===== src/verilog/mms_pkg.sv =====
package mms_pkg;

   // -------------------------------------------------------------------
   // Operating modes
   // -------------------------------------------------------------------
   localparam logic [2:0] MODE_1 = 3'h1;
   localparam logic [2:0] MODE_2 = 3'h2;
   localparam logic [2:0] MODE_3 = 3'h3;
   localparam logic [2:0] MODE_4 = 3'h4;
   localparam logic [2:0] MODE_7 = 3'h7;

   // -------------------------------------------------------------------
   // Register offsets, fields and reset values
   // -------------------------------------------------------------------
   localparam logic [15:0] RAM_CONTROL_ADDR = 16'hff11;
   localparam logic [15:0] MODE_STATUS_ADDR = 16'hff12;
   localparam int RAM_ENABLE_BIT = 7;
   localparam logic RAM_ENABLE_RESET = 1'b1;
   localparam logic [7:0] RAM_CONTROL_RESET = 8'h80;
   localparam logic [4:0] MODE_STATUS_FIXED = 5'h18;
   localparam logic [2:0] STRAP_RESET = 3'h0;

   // -------------------------------------------------------------------
   // Page 0 map
   // -------------------------------------------------------------------
   localparam logic [15:0] REG_FIELD_BASE = 16'hfe80;
   localparam logic [15:0] RAM_BASE = 16'hf680;
   localparam logic [15:0] RAM_LAST = 16'hfe7f;
   localparam logic [15:0] ROM_LAST_DEFAULT = 16'h7fff;
   localparam logic [3:0] PAGE_LAST_MAX = 4'hf;
   localparam logic [15:0] DIR56_ADDR = 16'hfe88;

   // -------------------------------------------------------------------
   // Decode targets, one-hot
   // -------------------------------------------------------------------
   typedef enum logic [3:0] {
      MMS_TGT_REG = 4'h1,
      MMS_TGT_RAM = 4'h2,
      MMS_TGT_ROM = 4'h4,
      MMS_TGT_EXT = 4'h8
   } mms_target_t;

endpackage


===== src/verilog/mms_mode_map.sv =====
// Behaviour
// - Strap pins latched at reset release, held
// - Codes 1,2,3,4,7 select matching modes
// - Modes 1,2: 64 kbyte, minimum CPU mode
// - Modes 3,4: 1 Mbyte, maximum CPU mode
// - ROM mapped in modes 2,4,7 only
// - Modes 2,4: vectors from on-chip ROM
// - Modes 1,3,7: vectors from outside ROM
// - Mode 7: no external bus, all GPIO
// - Modes 1,2: ports 1-2 ctrl,3 data,4-5 addr
// - Modes 3,4: ports 4,5,6 carry address
// - Mode 2: port 5 starts as input
// - Mode 4: ports 5,6 start as inputs
// - Modes 3,4: interrupt also saves code page
// - 64 kbyte pages; 16 in modes 3,4
// - Top 384 page-0 addresses are registers
// - RAM enable bit routes RAM range
// - Mode 7, RAM off: range gives address error
// - Mode status readable, writes ignored
// - Status bits 7,6 one; 5..3 zero
// - Status bits 2..0 are latched straps
`timescale 1ns/10ps
module mms_mode_map
   import mms_pkg::*;
#(
   parameter logic [15:0] ROM_LAST = mms_pkg::ROM_LAST_DEFAULT
) (
   input wire logic REF_CLK,
   input wire logic RSTN,
   input wire logic [2:0] STRAP_PINS,
   input wire logic [3:0] ACC_PAGE,
   input wire logic [15:0] ACC_ADDR,
   input wire logic ACC_VALID,
   input wire logic ACC_FETCH,
   input wire logic REG_WR,
   input wire logic REG_RD,
   input wire logic [15:0] REG_ADDR,
   input wire logic [7:0] REG_WDATA,
   output logic [7:0] REG_RDATA,
   output logic [2:0] LATCHED_STRAP_BITS,
   output logic MAX_MODE,
   output logic ROM_MAPPED,
   output logic VECTORS_IN_ROM,
   output logic EXT_BUS_EN,
   output logic PORT6_ADDR_EN,
   output logic PORT5_INIT_INPUT,
   output logic PORT6_INIT_INPUT,
   output logic SAVE_CODE_PAGE,
   output logic [3:0] PAGE_LAST,
   output logic RAM_ENABLE,
   output logic [3:0] ACC_TARGET,
   output logic ADDR_ERROR,
   output logic FETCH_ERROR
);
   import mms_pkg::*;

   // -------------------------------------------------------------------
   // Reset release and strap capture
   // -------------------------------------------------------------------
   logic rst_sync_n;
   logic [2:0] strap_sync;
   logic armed_reg;
   logic [2:0] strap_reg;

   mms_sync2 #(.WIDTH(1), .INIT(1'b0)) u_rst_sync (
      .clk(REF_CLK),
      .rst_n(RSTN),
      .d(1'b1),
      .q(rst_sync_n)
   );

   mms_sync2 #(.WIDTH(3), .INIT(STRAP_RESET)) u_strap_sync (
      .clk(REF_CLK),
      .rst_n(rst_sync_n),
      .d(STRAP_PINS),
      .q(strap_sync)
   );

   // The capture waits two edges so that both synchroniser stages hold
   // real pin values rather than their reset value; later pin changes
   // are ignored.
   logic [1:0] settle_reg;
   always_ff @(posedge REF_CLK or negedge rst_sync_n) begin
      if (!rst_sync_n) begin
         settle_reg <= 2'h0;
         armed_reg <= 1'b1;
         strap_reg <= STRAP_RESET;
      end else begin
         settle_reg <= {settle_reg[0], 1'b1};
         if (armed_reg && settle_reg[1]) begin
            strap_reg <= strap_sync;
            armed_reg <= 1'b0;
         end
      end
   end

   // -------------------------------------------------------------------
   // Mode decode
   // -------------------------------------------------------------------
   logic m_min_ext, m_max_ext, m_single, m_rom;
   always_comb begin
      m_min_ext = (strap_reg == MODE_1) || (strap_reg == MODE_2);
      m_max_ext = (strap_reg == MODE_3) || (strap_reg == MODE_4);
      m_single = (strap_reg == MODE_7);
      m_rom = (strap_reg == MODE_2) || (strap_reg == MODE_4) ||
              m_single;
   end

   logic ram_en_reg;
   always_ff @(posedge REF_CLK or negedge rst_sync_n) begin
      if (!rst_sync_n) begin
         LATCHED_STRAP_BITS <= STRAP_RESET;
         MAX_MODE <= 1'b0;
         ROM_MAPPED <= 1'b0;
         VECTORS_IN_ROM <= 1'b0;
         EXT_BUS_EN <= 1'b0;
         PORT6_ADDR_EN <= 1'b0;
         PORT5_INIT_INPUT <= 1'b0;
         PORT6_INIT_INPUT <= 1'b0;
         SAVE_CODE_PAGE <= 1'b0;
         PAGE_LAST <= 4'h0;
         RAM_ENABLE <= RAM_ENABLE_RESET;
      end else begin
         LATCHED_STRAP_BITS <= strap_reg;
         MAX_MODE <= m_max_ext;
         ROM_MAPPED <= m_rom;
         VECTORS_IN_ROM <= (strap_reg == MODE_2) ||
                           (strap_reg == MODE_4);
         EXT_BUS_EN <= m_min_ext || m_max_ext;
         PORT6_ADDR_EN <= m_max_ext;
         PORT5_INIT_INPUT <= (strap_reg == MODE_2) ||
                             (strap_reg == MODE_4);
         PORT6_INIT_INPUT <= (strap_reg == MODE_4);
         SAVE_CODE_PAGE <= m_max_ext;
         PAGE_LAST <= m_max_ext ? PAGE_LAST_MAX : 4'h0;
         RAM_ENABLE <= ram_en_reg;
      end
   end

   // -------------------------------------------------------------------
   // Register field: RAM control and mode status
   // -------------------------------------------------------------------
   // Only the enable bit is stored; the other RAM control bits are not
   // implemented here and read back as their reset value.
   always_ff @(posedge REF_CLK or negedge rst_sync_n) begin
      if (!rst_sync_n) begin
         ram_en_reg <= RAM_ENABLE_RESET;
      end else if (REG_WR && REG_ADDR == RAM_CONTROL_ADDR) begin
         ram_en_reg <= REG_WDATA[RAM_ENABLE_BIT];
      end
   end

   always_ff @(posedge REF_CLK or negedge rst_sync_n) begin
      if (!rst_sync_n) begin
         REG_RDATA <= 8'h00;
      end else if (REG_RD) begin
         case (REG_ADDR)
            RAM_CONTROL_ADDR: REG_RDATA <= {ram_en_reg,
                                 RAM_CONTROL_RESET[6:0]};
            MODE_STATUS_ADDR: REG_RDATA <= {MODE_STATUS_FIXED,
                                 strap_reg};
            default: REG_RDATA <= 8'h00;
         endcase
      end
   end

   // -------------------------------------------------------------------
   // Access decode
   // -------------------------------------------------------------------
   // Decode is one cycle late so the outputs stay registered.
   logic [3:0] tgt;
   logic out_of_space, ram_range, err_next, ferr_next;
   always_comb begin
      ram_range = (ACC_ADDR >= RAM_BASE) && (ACC_ADDR <= RAM_LAST);
      out_of_space = m_max_ext ? 1'b0 : (ACC_PAGE != 4'h0);
      if (ACC_PAGE == 4'h0 && ACC_ADDR >= REG_FIELD_BASE) begin
         tgt = MMS_TGT_REG;
      end else if (ACC_PAGE == 4'h0 && ram_range && ram_en_reg) begin
         tgt = MMS_TGT_RAM;
      end else if (ACC_PAGE == 4'h0 && m_rom && ACC_ADDR <= ROM_LAST) begin
         tgt = MMS_TGT_ROM;
      end else begin
         tgt = MMS_TGT_EXT;
      end
      err_next = ACC_VALID && (out_of_space ||
                 (m_single && tgt == MMS_TGT_EXT));
      ferr_next = ACC_VALID && ACC_FETCH && tgt == MMS_TGT_REG;
   end

   always_ff @(posedge REF_CLK or negedge rst_sync_n) begin
      if (!rst_sync_n) begin
         ACC_TARGET <= 4'h0;
         ADDR_ERROR <= 1'b0;
         FETCH_ERROR <= 1'b0;
      end else begin
         ACC_TARGET <= (ACC_VALID && !err_next) ? tgt : 4'h0;
         ADDR_ERROR <= err_next;
         FETCH_ERROR <= ferr_next;
      end
   end

   // -------------------------------------------------------------------
   // Checks
   // -------------------------------------------------------------------
   // Mode outputs are registered from the latched code, so they are
   // checked one edge after the code is seen; the code itself no longer
   // moves once capture is over.
   a_strap_hold: assert property (@(posedge REF_CLK) disable iff
      (!rst_sync_n) !armed_reg |=> $stable(strap_reg))
      else $error("Latched strap changed after capture.");
   a_status_fixed: assert property (@(posedge REF_CLK) disable iff
      (!rst_sync_n) REG_RD && REG_ADDR == MODE_STATUS_ADDR
      |=> REG_RDATA[7:3] == MODE_STATUS_FIXED &&
      REG_RDATA[2:0] == strap_reg)
      else $error("Mode status read value wrong.");
   a_status_ro: assert property (@(posedge REF_CLK) disable iff
      (!rst_sync_n) REG_WR && REG_ADDR == MODE_STATUS_ADDR
      |=> $stable(strap_reg) && $stable(ram_en_reg))
      else $error("Write to mode status changed state.");
   a_single_noext: assert property (@(posedge REF_CLK) disable iff
      (!rst_sync_n) m_single && ACC_VALID
      |=> ACC_TARGET != MMS_TGT_EXT)
      else $error("External cycle in single-chip mode.");
   a_ram_err: assert property (@(posedge REF_CLK) disable iff
      (!rst_sync_n) m_single && !ram_en_reg && ACC_VALID &&
      ACC_PAGE == 4'h0 && ram_range |=> ADDR_ERROR)
      else $error("Missing address error for disabled RAM.");
   a_regfield_first: assert property (@(posedge REF_CLK) disable iff
      (!rst_sync_n) ACC_VALID && ACC_PAGE == 4'h0 && !err_next &&
      ACC_ADDR >= REG_FIELD_BASE |=> ACC_TARGET == MMS_TGT_REG)
      else $error("Register field not decoded.");
   a_ram_route: assert property (@(posedge REF_CLK) disable iff
      (!rst_sync_n) ACC_VALID && !err_next && ACC_PAGE == 4'h0 &&
      ram_range |=> ACC_TARGET == ($past(ram_en_reg) ? MMS_TGT_RAM :
      (m_rom && $past(ACC_ADDR) <= ROM_LAST ? MMS_TGT_ROM : MMS_TGT_EXT)))
      else $error("RAM range routed wrongly.");
   a_min_page: assert property (@(posedge REF_CLK) disable iff
      (!rst_sync_n) !m_max_ext && ACC_VALID && ACC_PAGE != 4'h0
      |=> ADDR_ERROR)
      else $error("Page above 0 accepted in minimum mode.");
   a_max_flags: assert property (@(posedge REF_CLK) disable iff
      (!rst_sync_n) ##1 m_max_ext && $stable(strap_reg)
      |=> MAX_MODE && SAVE_CODE_PAGE && PORT6_ADDR_EN
      && PAGE_LAST == PAGE_LAST_MAX)
      else $error("Maximum mode flags wrong.");
   a_vec_rom: assert property (@(posedge REF_CLK) disable iff
      (!rst_sync_n) $stable(strap_reg) && (strap_reg == MODE_2 ||
      strap_reg == MODE_4) |=> VECTORS_IN_ROM && ROM_MAPPED)
      else $error("Vectors not in ROM.");
   a_strap_shown: assert property (@(posedge REF_CLK) disable iff
      (!rst_sync_n) !armed_reg |=> LATCHED_STRAP_BITS == strap_reg)
      else $error("Latched strap output differs from capture.");
   a_min_flags: assert property (@(posedge REF_CLK) disable iff
      (!rst_sync_n) !armed_reg && (strap_reg == MODE_1 ||
      strap_reg == MODE_2) |=> !MAX_MODE && !SAVE_CODE_PAGE &&
      PAGE_LAST == 4'h0)
      else $error("Minimum mode flags wrong.");
   a_rom_map: assert property (@(posedge REF_CLK) disable iff
      (!rst_sync_n) !armed_reg |=> ROM_MAPPED == (strap_reg == MODE_2 ||
      strap_reg == MODE_4 || strap_reg == MODE_7))
      else $error("On-chip ROM mapping wrong for mode.");
   a_vec_ext: assert property (@(posedge REF_CLK) disable iff
      (!rst_sync_n) !armed_reg && (strap_reg == MODE_1 ||
      strap_reg == MODE_3 || strap_reg == MODE_7) |=> !VECTORS_IN_ROM)
      else $error("Vectors placed in ROM in an external mode.");
   a_single_pins: assert property (@(posedge REF_CLK) disable iff
      (!rst_sync_n) !armed_reg && strap_reg == MODE_7
      |=> !EXT_BUS_EN && !PORT6_ADDR_EN)
      else $error("Bus pins claimed in single-chip mode.");
   a_min_bus: assert property (@(posedge REF_CLK) disable iff
      (!rst_sync_n) !armed_reg && (strap_reg == MODE_1 ||
      strap_reg == MODE_2) |=> EXT_BUS_EN && !PORT6_ADDR_EN)
      else $error("Minimum mode bus ports wrong.");
   a_max_bus: assert property (@(posedge REF_CLK) disable iff
      (!rst_sync_n) !armed_reg && (strap_reg == MODE_3 ||
      strap_reg == MODE_4) |=> EXT_BUS_EN && PORT6_ADDR_EN)
      else $error("Maximum mode bus ports wrong.");
   a_port_init: assert property (@(posedge REF_CLK) disable iff
      (!rst_sync_n) !armed_reg |=> PORT5_INIT_INPUT ==
      (strap_reg == MODE_2 || strap_reg == MODE_4) &&
      PORT6_INIT_INPUT == (strap_reg == MODE_4))
      else $error("Port start-up direction flags wrong.");
   a_fetch_err: assert property (@(posedge REF_CLK) disable iff
      (!rst_sync_n) ACC_VALID && ACC_FETCH && ACC_PAGE == 4'h0 &&
      ACC_ADDR >= REG_FIELD_BASE |=> FETCH_ERROR)
      else $error("Fetch from register field not flagged.");
   a_rom_route: assert property (@(posedge REF_CLK) disable iff
      (!rst_sync_n) ACC_VALID && !err_next && ACC_PAGE == 4'h0 &&
      ACC_ADDR <= ROM_LAST && ACC_ADDR < RAM_BASE
      |=> ACC_TARGET == (ROM_MAPPED ? MMS_TGT_ROM : MMS_TGT_EXT))
      else $error("Low page 0 address routed wrongly.");
   a_page_max: assert property (@(posedge REF_CLK) disable iff
      (!rst_sync_n) m_max_ext && ACC_VALID && ACC_PAGE != 4'h0
      |=> !ADDR_ERROR && ACC_TARGET == MMS_TGT_EXT)
      else $error("Upper page refused in maximum mode.");

   c_mode7: cover property (@(posedge REF_CLK) !armed_reg && m_single);
   c_mode4: cover property (@(posedge REF_CLK)
      !armed_reg && strap_reg == MODE_4);
   c_ram_off: cover property (@(posedge REF_CLK) $fell(ram_en_reg));
   c_addr_err: cover property (@(posedge REF_CLK) ADDR_ERROR);
   c_fetch_err: cover property (@(posedge REF_CLK) FETCH_ERROR);
endmodule // mms_mode_map


===== src/verilog/mms_sync2.sv =====
`timescale 1ns/10ps
module mms_sync2 #(
   parameter int WIDTH = 1,
   parameter logic [WIDTH-1:0] INIT = '0
) (
   input wire logic clk,
   input wire logic rst_n,
   input wire logic [WIDTH-1:0] d,
   output logic [WIDTH-1:0] q
);
   logic [WIDTH-1:0] stage1_reg;

   always_ff @(posedge clk or negedge rst_n) begin
      if (!rst_n) begin
         stage1_reg <= INIT;
         q <= INIT;
      end else begin
         stage1_reg <= d;
         q <= stage1_reg;
      end
   end
endmodule // mms_sync2

===== config.mk =====
export PLATFORM = sky130hd
export DESIGN_NAME = mms_mode_map
export DESIGN_NICKNAME = d
export VERILOG_FILES = /design/src/verilog/mms_pkg.sv /design/src/verilog/mms_mode_map.sv /design/src/verilog/mms_sync2.sv
export SDC_FILE = /design/constraint.sdc
export NUM_CORES = 1
export LEC_CHECK = 0
export BUFFER_PORTS_ARGS = -buffer_cell sky130_fd_sc_hd__buf_2
export CORE_ASPECT_RATIO = 1.1
export CORE_MARGIN = 2
export CORE_UTILIZATION = 46
export CTS_CLUSTER_DIAMETER = 100
export DETAILED_ROUTE_END_ITERATION = 10
export GPL_ROUTABILITY_DRIVEN = 0
export PLACE_DENSITY = 0.88
export SYNTH_ARGS = -nofsm -noshare
export SYNTH_HDL_FRONTEND = slang
export SYNTH_SLANG_ARGS = --single-unit

===== constraint.sdc =====
create_clock -name REF_CLK -period 1.55 [get_ports REF_CLK]
set_input_delay 0.155 -clock REF_CLK [delete_from_list [all_inputs] [get_ports REF_CLK]]
set_output_delay 0.155 -clock REF_CLK [all_outputs]
set_load 0.02 [all_outputs]

* After elaboration in Yosys (flattened, before gate mapping) *
Cells that the tools add are included.

storage, ports and cells
  flip-flop bits (word level) = 42
  output and inout port bits = 30
  logic and storage cells = 62

operators by class
  magnitude comparators = 4
  equal/unequal tests = 9
  mux-type cells = 7
  reductions and logical operators = 22

operators by type and width
  cell                                                               number
  equality test 16 bit (second input constant)                       2
  >= comparator 16 bit (second input constant)                       2
  2-to-1 mux 4 bit                                                   5
  less-or-equal comparator 16 x 15 -> 1 bit (second input constant)  1
  less-or-equal comparator 16 bit (second input constant)            1
  one-hot mux 8 bit (2 select lines)                                 1
  logical AND 1 bit                                                  13
  equality test 3 x 2 -> 1 bit (second input constant)               2
  equality test 3 bit (second input constant)                        2
  logical OR 1 bit                                                   6
  equality test 4 x 1 -> 1 bit (second input constant)               1
  equality test 4 bit (second input constant)                        1
  logical NOT 4 bit                                                  1
  nonzero test 4 bit                                                 1
  equality test 3 x 1 -> 1 bit (second input constant)               1
  logical NOT 1 bit                                                  1
  2-to-1 mux 1 bit                                                   1

* Logic depth before layout (Yosys ltp) *
Gate-level depths: netlist of the first run.

  depth in word-level cells = 15
  mapped depth = 5

* Cells and area by module *
A second synthesis of the first run with hierarchy kept.

unflattened totals
  cell total of the unflattened synthesis = 106
  area total of the unflattened synthesis = 1370.1 sq um

modules (own cells, without submodules)
  module                     times used  cells each  area each (sq um)  sequential area each (sq um)
  mms_mode_map               1           98          1169.9             679.4
  mms_sync2 at u_strap_sync  1           6           150.1              150.1
  mms_sync2 at u_rst_sync    1           2           50.0               50.0

* Worst setup path before layout of the first run *
OpenSTA, ideal clock, no wires.

  path type = input-to-reg
  start point = in REG_ADDR[5]
  end point = reg ram_en_reg
  setup time = 0.082 ns
  arrival time = 1.386 ns
  path slack = 0.081 ns
  cell stages on the path = 4
  cells stage by stage = or4b_4 > nor4_4 > nand3_1 > mux2_4

between the ends
  longest elaborated chain between the ends = 2

RTL lines
  element               RTL line             RTL
  start, declared       mms_mode_map.sv:37   input wire logic [15:0] REG_ADDR,
  equality test 16 bit  mms_mode_map.sv:148  end else if (REG_WR && REG_ADDR == RAM_CONTROL_ADDR) begin
  logical AND 1 bit     mms_mode_map.sv:148
  end signal, assigned  mms_mode_map.sv:149  ram_en_reg <= REG_WDATA[RAM_ENABLE_BIT];
  end, declared         mms_mode_map.sv:109  logic ram_en_reg;

Every way passes these cells.
A chain may end at the register's enable or synchronous reset.

* Final worst setup path of the first run *
  start point = reg strap_reg[2]
  end point = reg ACC_TARGET[3]

between the ends
  longest elaborated chain between the ends = 15
  elaborated cells on any way between the ends = 20

RTL lines
  element                                                                     RTL line                                  RTL
  start, declared                                                             mms_mode_map.sv:63                        logic [2:0] strap_reg;
  start signal, assigned                                                      mms_mode_map.sv:91                        strap_reg <= strap_sync;
  equality test 3 x 2 -> 1 bit / equality test 3 bit (equally long branches)  mms_mode_map.sv:105, mms_mode_map.sv:103
  logical OR 1 bit (2 in series)                                              mms_mode_map.sv:105                       m_rom = (strap_reg == MODE_2) || (strap_reg == MODE_4) ||
  logical AND 1 bit (2 in series)                                             mms_mode_map.sv:180                       end else if (ACC_PAGE == 4'h0 && m_rom && ACC_ADDR <= ROM_LAST) begin
  2-to-1 mux 4 bit                                                            mms_mode_map.sv:180
  2-to-1 mux 4 bit                                                            mms_mode_map.sv:178                       end else if (ACC_PAGE == 4'h0 && ram_range && ram_en_reg) begin
  2-to-1 mux 4 bit                                                            mms_mode_map.sv:176                       if (ACC_PAGE == 4'h0 && ACC_ADDR >= REG_FIELD_BASE) begin
  equality test 4 bit                                                         mms_mode_map.sv:186                       (m_single && tgt == MMS_TGT_EXT));
  logical AND 1 bit                                                           mms_mode_map.sv:186
  logical OR 1 bit                                                            mms_mode_map.sv:185                       err_next = ACC_VALID && (out_of_space ||
  logical AND 1 bit                                                           mms_mode_map.sv:185
  logical NOT 1 bit                                                           mms_mode_map.sv:196                       ACC_TARGET <= (ACC_VALID && !err_next) ? tgt : 4'h0;
  logical AND 1 bit                                                           mms_mode_map.sv:196
  2-to-1 mux 4 bit (*)                                                        mms_mode_map.sv:196
  end signal, assigned                                                        mms_mode_map.sv:196
  end, declared                                                               mms_mode_map.sv:51                        output logic [3:0] ACC_TARGET,

Every way passes the cells marked *; elsewhere a longest branch is shown, timed or not.

==> flow_summary.toml, run 1 <==
[yosys]
synth_top_area_cell = "dfrtp_1"
netlist_area_um2 = 1400
seq_area_frac_synth_pct = 63.0
ys.flop_type = "dfrtp_1"
synth_cell_types = 35
ys_warn_count = 0
synth-compound-area-share_pct = 7.80
synth_top_cell_area_share_pct = 57.4
synth_edf_count = 0
synth_fa_ha_area_share_pct = 0.717
synth_top_family_by_area = "simple AND/OR/NAND/NOR gates"
synth.mux.area_fraction_pct = 3.50
synth_cells = 107
synthTopCellsByArea = "dfrtp_1 57%, dfstp_2 5.7%, buf_4 5.4%"
ys_ff_latch = 35
async_flop_share_pct = 100
synth-simple-area-share_pct = 15.2
avgSynthCellArea_um2 = 13.0
synth_xor_area_share_pct = 2.51

[job]
cap_violations = 0

[status]
status = "finished, final reports clean"

[clock_network]
clock_latency_ns = 0.33
root_buffer = "clkbuf_4"
cts_buffers = 5
cts_buffer_depth = 2
cts_setup_buffers = 0
clk_pin_slew_ns = 0.09
hold_buffers = 4
cts_max_level = 2
ctsResizeCount = 0
cts_num_sinks = 35
cts_tree = "built"

[setup_path]
reg2reg_slack_ns = 0.22
crit_path_start = "strap_reg[2]"
r2r_cells = 3
r2r_end = "ACC_TARGET[3]"
crit_path_max_fanout = 12
critical_path.startpoint_type = "register"
endpoint_kind = "register"
crit_arrival_ns = 1.54
critical_path.endpoint = "ACC_TARGET[3]"
critPathKind = "register to register"
cp_data_required_time_ns = 1.76
r2r-start = "strap_reg[2]"

[routing]
wl_met2_mm = 1.57
drc = 0
wirelength_mm = 2.77
highest_layer = "met4"
dr_wl_met3_um = 305
drtAntennaViolNets = 0
dr.pass1.iters = 4
drtIter0Drc = 10
viasPerCell = 5.05
vias = 1066
drt-met1-wl_um = 873
wl_per_cell_um = 13.1

[finish]
top_regs = "REG_RDATA: 5 flops, ACC_TARGET: 4 flops"
layout-drive-gt1-share_pct = 47.2
diodes = 0
regMostFlops = "REG_RDATA"
largest_reg_flops = 5
synthToLayoutAreaGrowth_pct = 31.3
fin_area_um2 = 1830
fin_nets = 230

[sta]
fin_crit_ns = 1.33
setup_viol = 0
final.setup.worst_slack_ns = 0.222
fmax_mhz = 753
timing.final.crit_share_pct = 85.7
skew_ns = 0.0144
hold_viol_final = 0
rsz0062_at_grt = "no"
drv_slew = 0

[floorplan]
ios = 83
num_rows = 20
core_um2 = 2830
dieArea_um2 = 3490
die_h_um = 61.8
initial_core_util_pct = 49.3
fp.dieW_um = 56.5

[power_and_ir_drop]
power.leakage_nw = 1.03
p_per_area_nw_per_um2 = 907
ir_drop_uv = 1020

[place]
port_buffers = 65
pre_cts_ws_ns = -0.110
place_area_um2 = 1720
dp_hpwl_mm = 2.22

[global_route]
grt_overflow_total = 0
antenna_found_initial = 0
grt_pass1_wl_mm = 4.40
grt_pass1_vias = 1103
gr-usage-all-layers_pct = 17.1
grt_max_degree = 34

[min_path]
hp-class = "input pin to register"
==> worst min-delay path by stage <==
stage / from / endpoint / slack (ns) / cells past startpoint
floorplan: RSTN / u_rst_sync.q / -0.14 / 0
global placement: RSTN / u_rst_sync.stage1_reg / -0.06 / 1
detailed placement: RSTN / u_rst_sync.stage1_reg / -0.06 / 1
CTS: ACC_FETCH / FETCH_ERROR / 0.03 / 2
global route: ACC_FETCH / FETCH_ERROR / 0.03 / 2
finish: ACC_FETCH / FETCH_ERROR / 0.04 / 2
==> per-stage QoR <==
step           std cells  hold WS, ns  setup TNS [ns]  util (%)  power, W
2_1_floorplan        110       -0.141               0         -  0.000999
3_3_place_gp         199      -0.0602         -0.0426      60.7   0.00105
5_1_grt              211       0.0252               0      64.8   0.00174
6_report             211       0.0435               0      64.8   0.00166
4_1_cts              211       0.0263               0      64.8   0.00169
3_5_place_dp         199      -0.0570          -0.249      60.7   0.00106
==> power by group <==
group / switching (W) / internal [W]
Clock: 0.000270 / 0.000342
Combinational: 0.0000604 / 0.0000566
Sequential: 0.00000389 / 0.000928
==> cell usage in the layout (no fill, tap or decap), types with 3 or more instances in the layout <==
master          n
dlygate4sd3_1   4
dfstp_2         3
nand2_1         6
xnor2_1         3
nor2b_1         4
buf_2          65
nor2_1          6
a22o_1          4
dfrtp_1        32
conb_1          5
buf_4           4
clkbuf_4        5
==> per-layer routing <==
metal  up-vias  global-route usage (%)
li1        494                       -
met1       506                    15.0
met2        62                    36.0
met3         4                    6.42
met4         0                    5.10
met5         -                       0
==> worst max-delay path: stages (launching register included) <==
cell	delay, ns
dfrtp_1	0.57
nor4bb_1	0.34
a21oi_1	0.09
o211a_1	0.23
==> area by class of cell <==
cell class	count	area (µm²)
fill	231	996
sequential	35	880
multi-input combinational	60	433
timing repair buffer	73	395
clock buffer	7	45.0
tap	33	41.3
clock inverter	1	30.0
inverter	2	7.51
==> cell usage after synthesis, types with 2 or more instances <==
cell / number
a22o_1: 4
nand3_1: 2
inv_1: 2
dfrtp_1: 32
mux2_2: 2
and2_1: 2
nor2_1: 6
clkbuf_1: 3
xnor2_1: 3
dfstp_2: 3
nor2b_1: 4
a21o_1: 2
a31oi_1: 2
a21oi_1: 2
conb_1: 2
nand2_1: 6
buf_4: 10
o211a_1: 2
nand4b_1: 2
==> cells by family after synthesis <==
logic type               after synthesis
AO/OA/AOI/OAI                         14
XOR/XNOR                               4
adder cells (fa/ha/maj)                1
AND/OR/NAND/NOR                       32
buffers and inverters                 15
flip-flops                            35
multiplexers                           4
other                                  2
(Power assumes the default switching activity.)
==> run 2: changes to the inputs <==
CORE_UTILIZATION = 42   (was 46)
PLACE_DENSITY = 0.82   (was 0.88)
clock period = 1.45 ns   (was 1.55 ns; I/O delays follow)
==> run 2 against run 1 <==
The run now ends with design-rule violations left; critical path depth unchanged; sequential power is 6.9% higher; clock skew decreased by 0.0041 ns; first-iteration DRC count increased by 120%; non-clock buffer count unchanged; hold slack worse by 0.011 ns; die area up 8.9%; power decreased by 3.1%; final cell count is 0.47% higher; cell area fell by 1.2%; critical endpoint is now ADDR_ERROR; largest cell class unchanged.
==> flow_summary.toml, run 2 (synthesis results as in run 1) <==
[status]
status = "finished with violations"
violations = "design-rule violations"

[global_route]
grt_pass1_vias = 1005
antenna_found_initial = 0
gr-usage-all-layers_pct = 15.4
use_met2_pct = 27.2
grt_max_degree = 34
grt_pass1_wl_mm = 4.29
grt_overflow_total = 0
grt-busiest-layer = "met2"
grt_util_met3_pct = 3.79
met1_usage_pct = 15.8

[clock_network]
cts_buffers = 5
clock_latency_ns = 0.33
ctsResizeCount = 0
root_buffer = "clkbuf_4"
cts_tree = "built"
clk_pin_slew_ns = 0.10
cts_num_sinks = 35
cts_buffer_depth = 2
cts_max_level = 2

[finish]
fin_area_um2 = 1810
n_fill_cell = 258
final_cell_mix = "65 x buf_2, 32 x dfrtp_1, 6 x nor2_1, 6 x nand2_1"
diodes = 0
layout-drive-gt1-share_pct = 48.3
synthToLayoutAreaGrowth_pct = 29.8
top_regs = "REG_RDATA: 5 flops, ACC_TARGET: 4 flops"
largest_reg_flops = 5
regMostFlops = "REG_RDATA"
final_common_cell = "buf_2"
fin_nets = 230

[setup_path]
critical_path.startpoint_type = "register"
crit_path_top_delay_cell = "dfstp_2"
path_depth = 3
crit_arrival_ns = 1.58
cp_data_required_time_ns = 1.72
critPathKind = "register to register"
crit_path_start = "ram_en_reg"
r2r_end = "ADDR_ERROR"
crit_path_max_fanout = 5
path_cells = "maj3_1, a31oi_1, o2111a_1"
reg2reg_slack_ns = 0.14
crit_family = "compound AO/OA/AOI/OAI gates"
crit_buf_inv = 0
r2r_cells = 3
endpoint_kind = "register"
r2r-start = "ram_en_reg"
max_stage_delay_ns = 0.41

[routing]
drc = 8
viasPerCell = 4.95
vias = 1050
wl_per_cell_um = 13.4
dr.pass1.iters = 7
wirelength_mm = 2.85
drtAntennaViolNets = 0
drtIter0Drc = 22

[power_and_ir_drop]
ir_drop_uv = 599
p_sw_share_pct = 23.4
intPower_w = 0.00123
p_per_area_nw_per_um2 = 889
pwr-share-seq_pct = 61.9
netSwitchingPower_w = 0.000377
power.leakage_nw = 1.03
pwr-share-clk_pct = 30.2
comb_power_share_pct = 7.9

[floorplan]
die_h_um = 64.4
dieArea_um2 = 3800
core_um2 = 3100
num_rows = 21
fp.dieW_um = 59.0
ios = 83
initial_core_util_pct = 45.0

[sta]
skew_ns = 0.0102
setup_viol = 0
fin_crit_ns = 1.31
setup_tns_ns = 0
timing.final.crit_share_pct = 90.4
drv_slew = 0
rsz0062_at_grt = "no"
hold_viol_final = 0
fmax_mhz = 763

[place]
port_buffers = 65
dp_hpwl_mm = 2.22
place_area_um2 = 1720

[min_path]
hold_end = "FETCH_ERROR"
hp-class = "input pin to register"
min_path_cells = 2
min_from = "ACC_FETCH"

[job]
cap_violations = 0
[run 2: cell count changes in the layout (fill, tap and decap cells not counted)]
cell | before | now
clkbuf_1 | 2 | 0
bufinv_16 | 1 | 0
clkinv_2 | 0 | 3
[run 2: timing repair]
action | 4_1_cts | 5_1_grt
hold buffers | 4 | 0
endpoints found under the setup margin | 0 | 0
endpoints found under the hold margin | 5 | 0
buffers inserted | 0 | 0
[run 2: layer usage]
layer / wire, µm / share of wire [%]
met5: 0 / 0
met4: 88 / 3.1
met3: 213 / 7.5
met2: 1530 / 54
met1: 1020 / 36
[run 2: power groups by stage]
stage	Clock (W)	Combinational [W]	Sequential, W
after CTS	0.000508	0.000128	0.000996
after detailed placement	0	0.000119	0.00102
final	0.000487	0.000127	0.000996
after floorplan	0	0.0000381	0.00103
after global placement	0	0.000111	0.00101
after global routing	0.000556	0.000139	0.000998
[run 2: worst register-to-register path: cells and delay by family (launching register included)]
family,cells,cell delay [ns]
AO/OA/AOI/OAI,2,0.48
flip-flops,1,0.41
adder cells (fa/ha/maj),1,0.36
[run 2: layout make-up]
cell class / count / area (µm²) / share of cell area, %
multi-input cells: 60 / 433 / 23.9
well taps: 34 / 42.5 / 2.35
flip-flops and latches: 35 / 880 / 48.6
repair buffers: 73 / 395 / 21.8
clock inverters: 3 / 15.0 / 0.829
clock buffers: 5 / 37.5 / 2.07
inverters: 2 / 7.51 / 0.415
[run 2: per-stage QoR]
step | std cells | total power (W) | setup slack [ns] | hold slack (ns) | utilization [%]
finish | 212 | 0.00161 | 0.139 | 0.0322 | 58.4
global route | 212 | 0.00169 | 0.0448 | 0.0134 | 58.4
CTS | 212 | 0.00163 | 0.131 | 0.0198 | 58.4
detailed placement | 200 | 0.00113 | -0.0820 | -0.0680 | 55.4
global placement | 200 | 0.00112 | -0.0124 | -0.0701 | 55.4
floorplan | 110 | 0.00107 | 0.112 | -0.151 | -
[run 2: worst max path at each step]
stage | endpoint
after floorplan | ram_en_reg
after global placement | ram_en_reg
after detailed placement | ram_en_reg
after CTS | ACC_TARGET[3]
after global routing | ACC_TARGET[3]
final | ADDR_ERROR
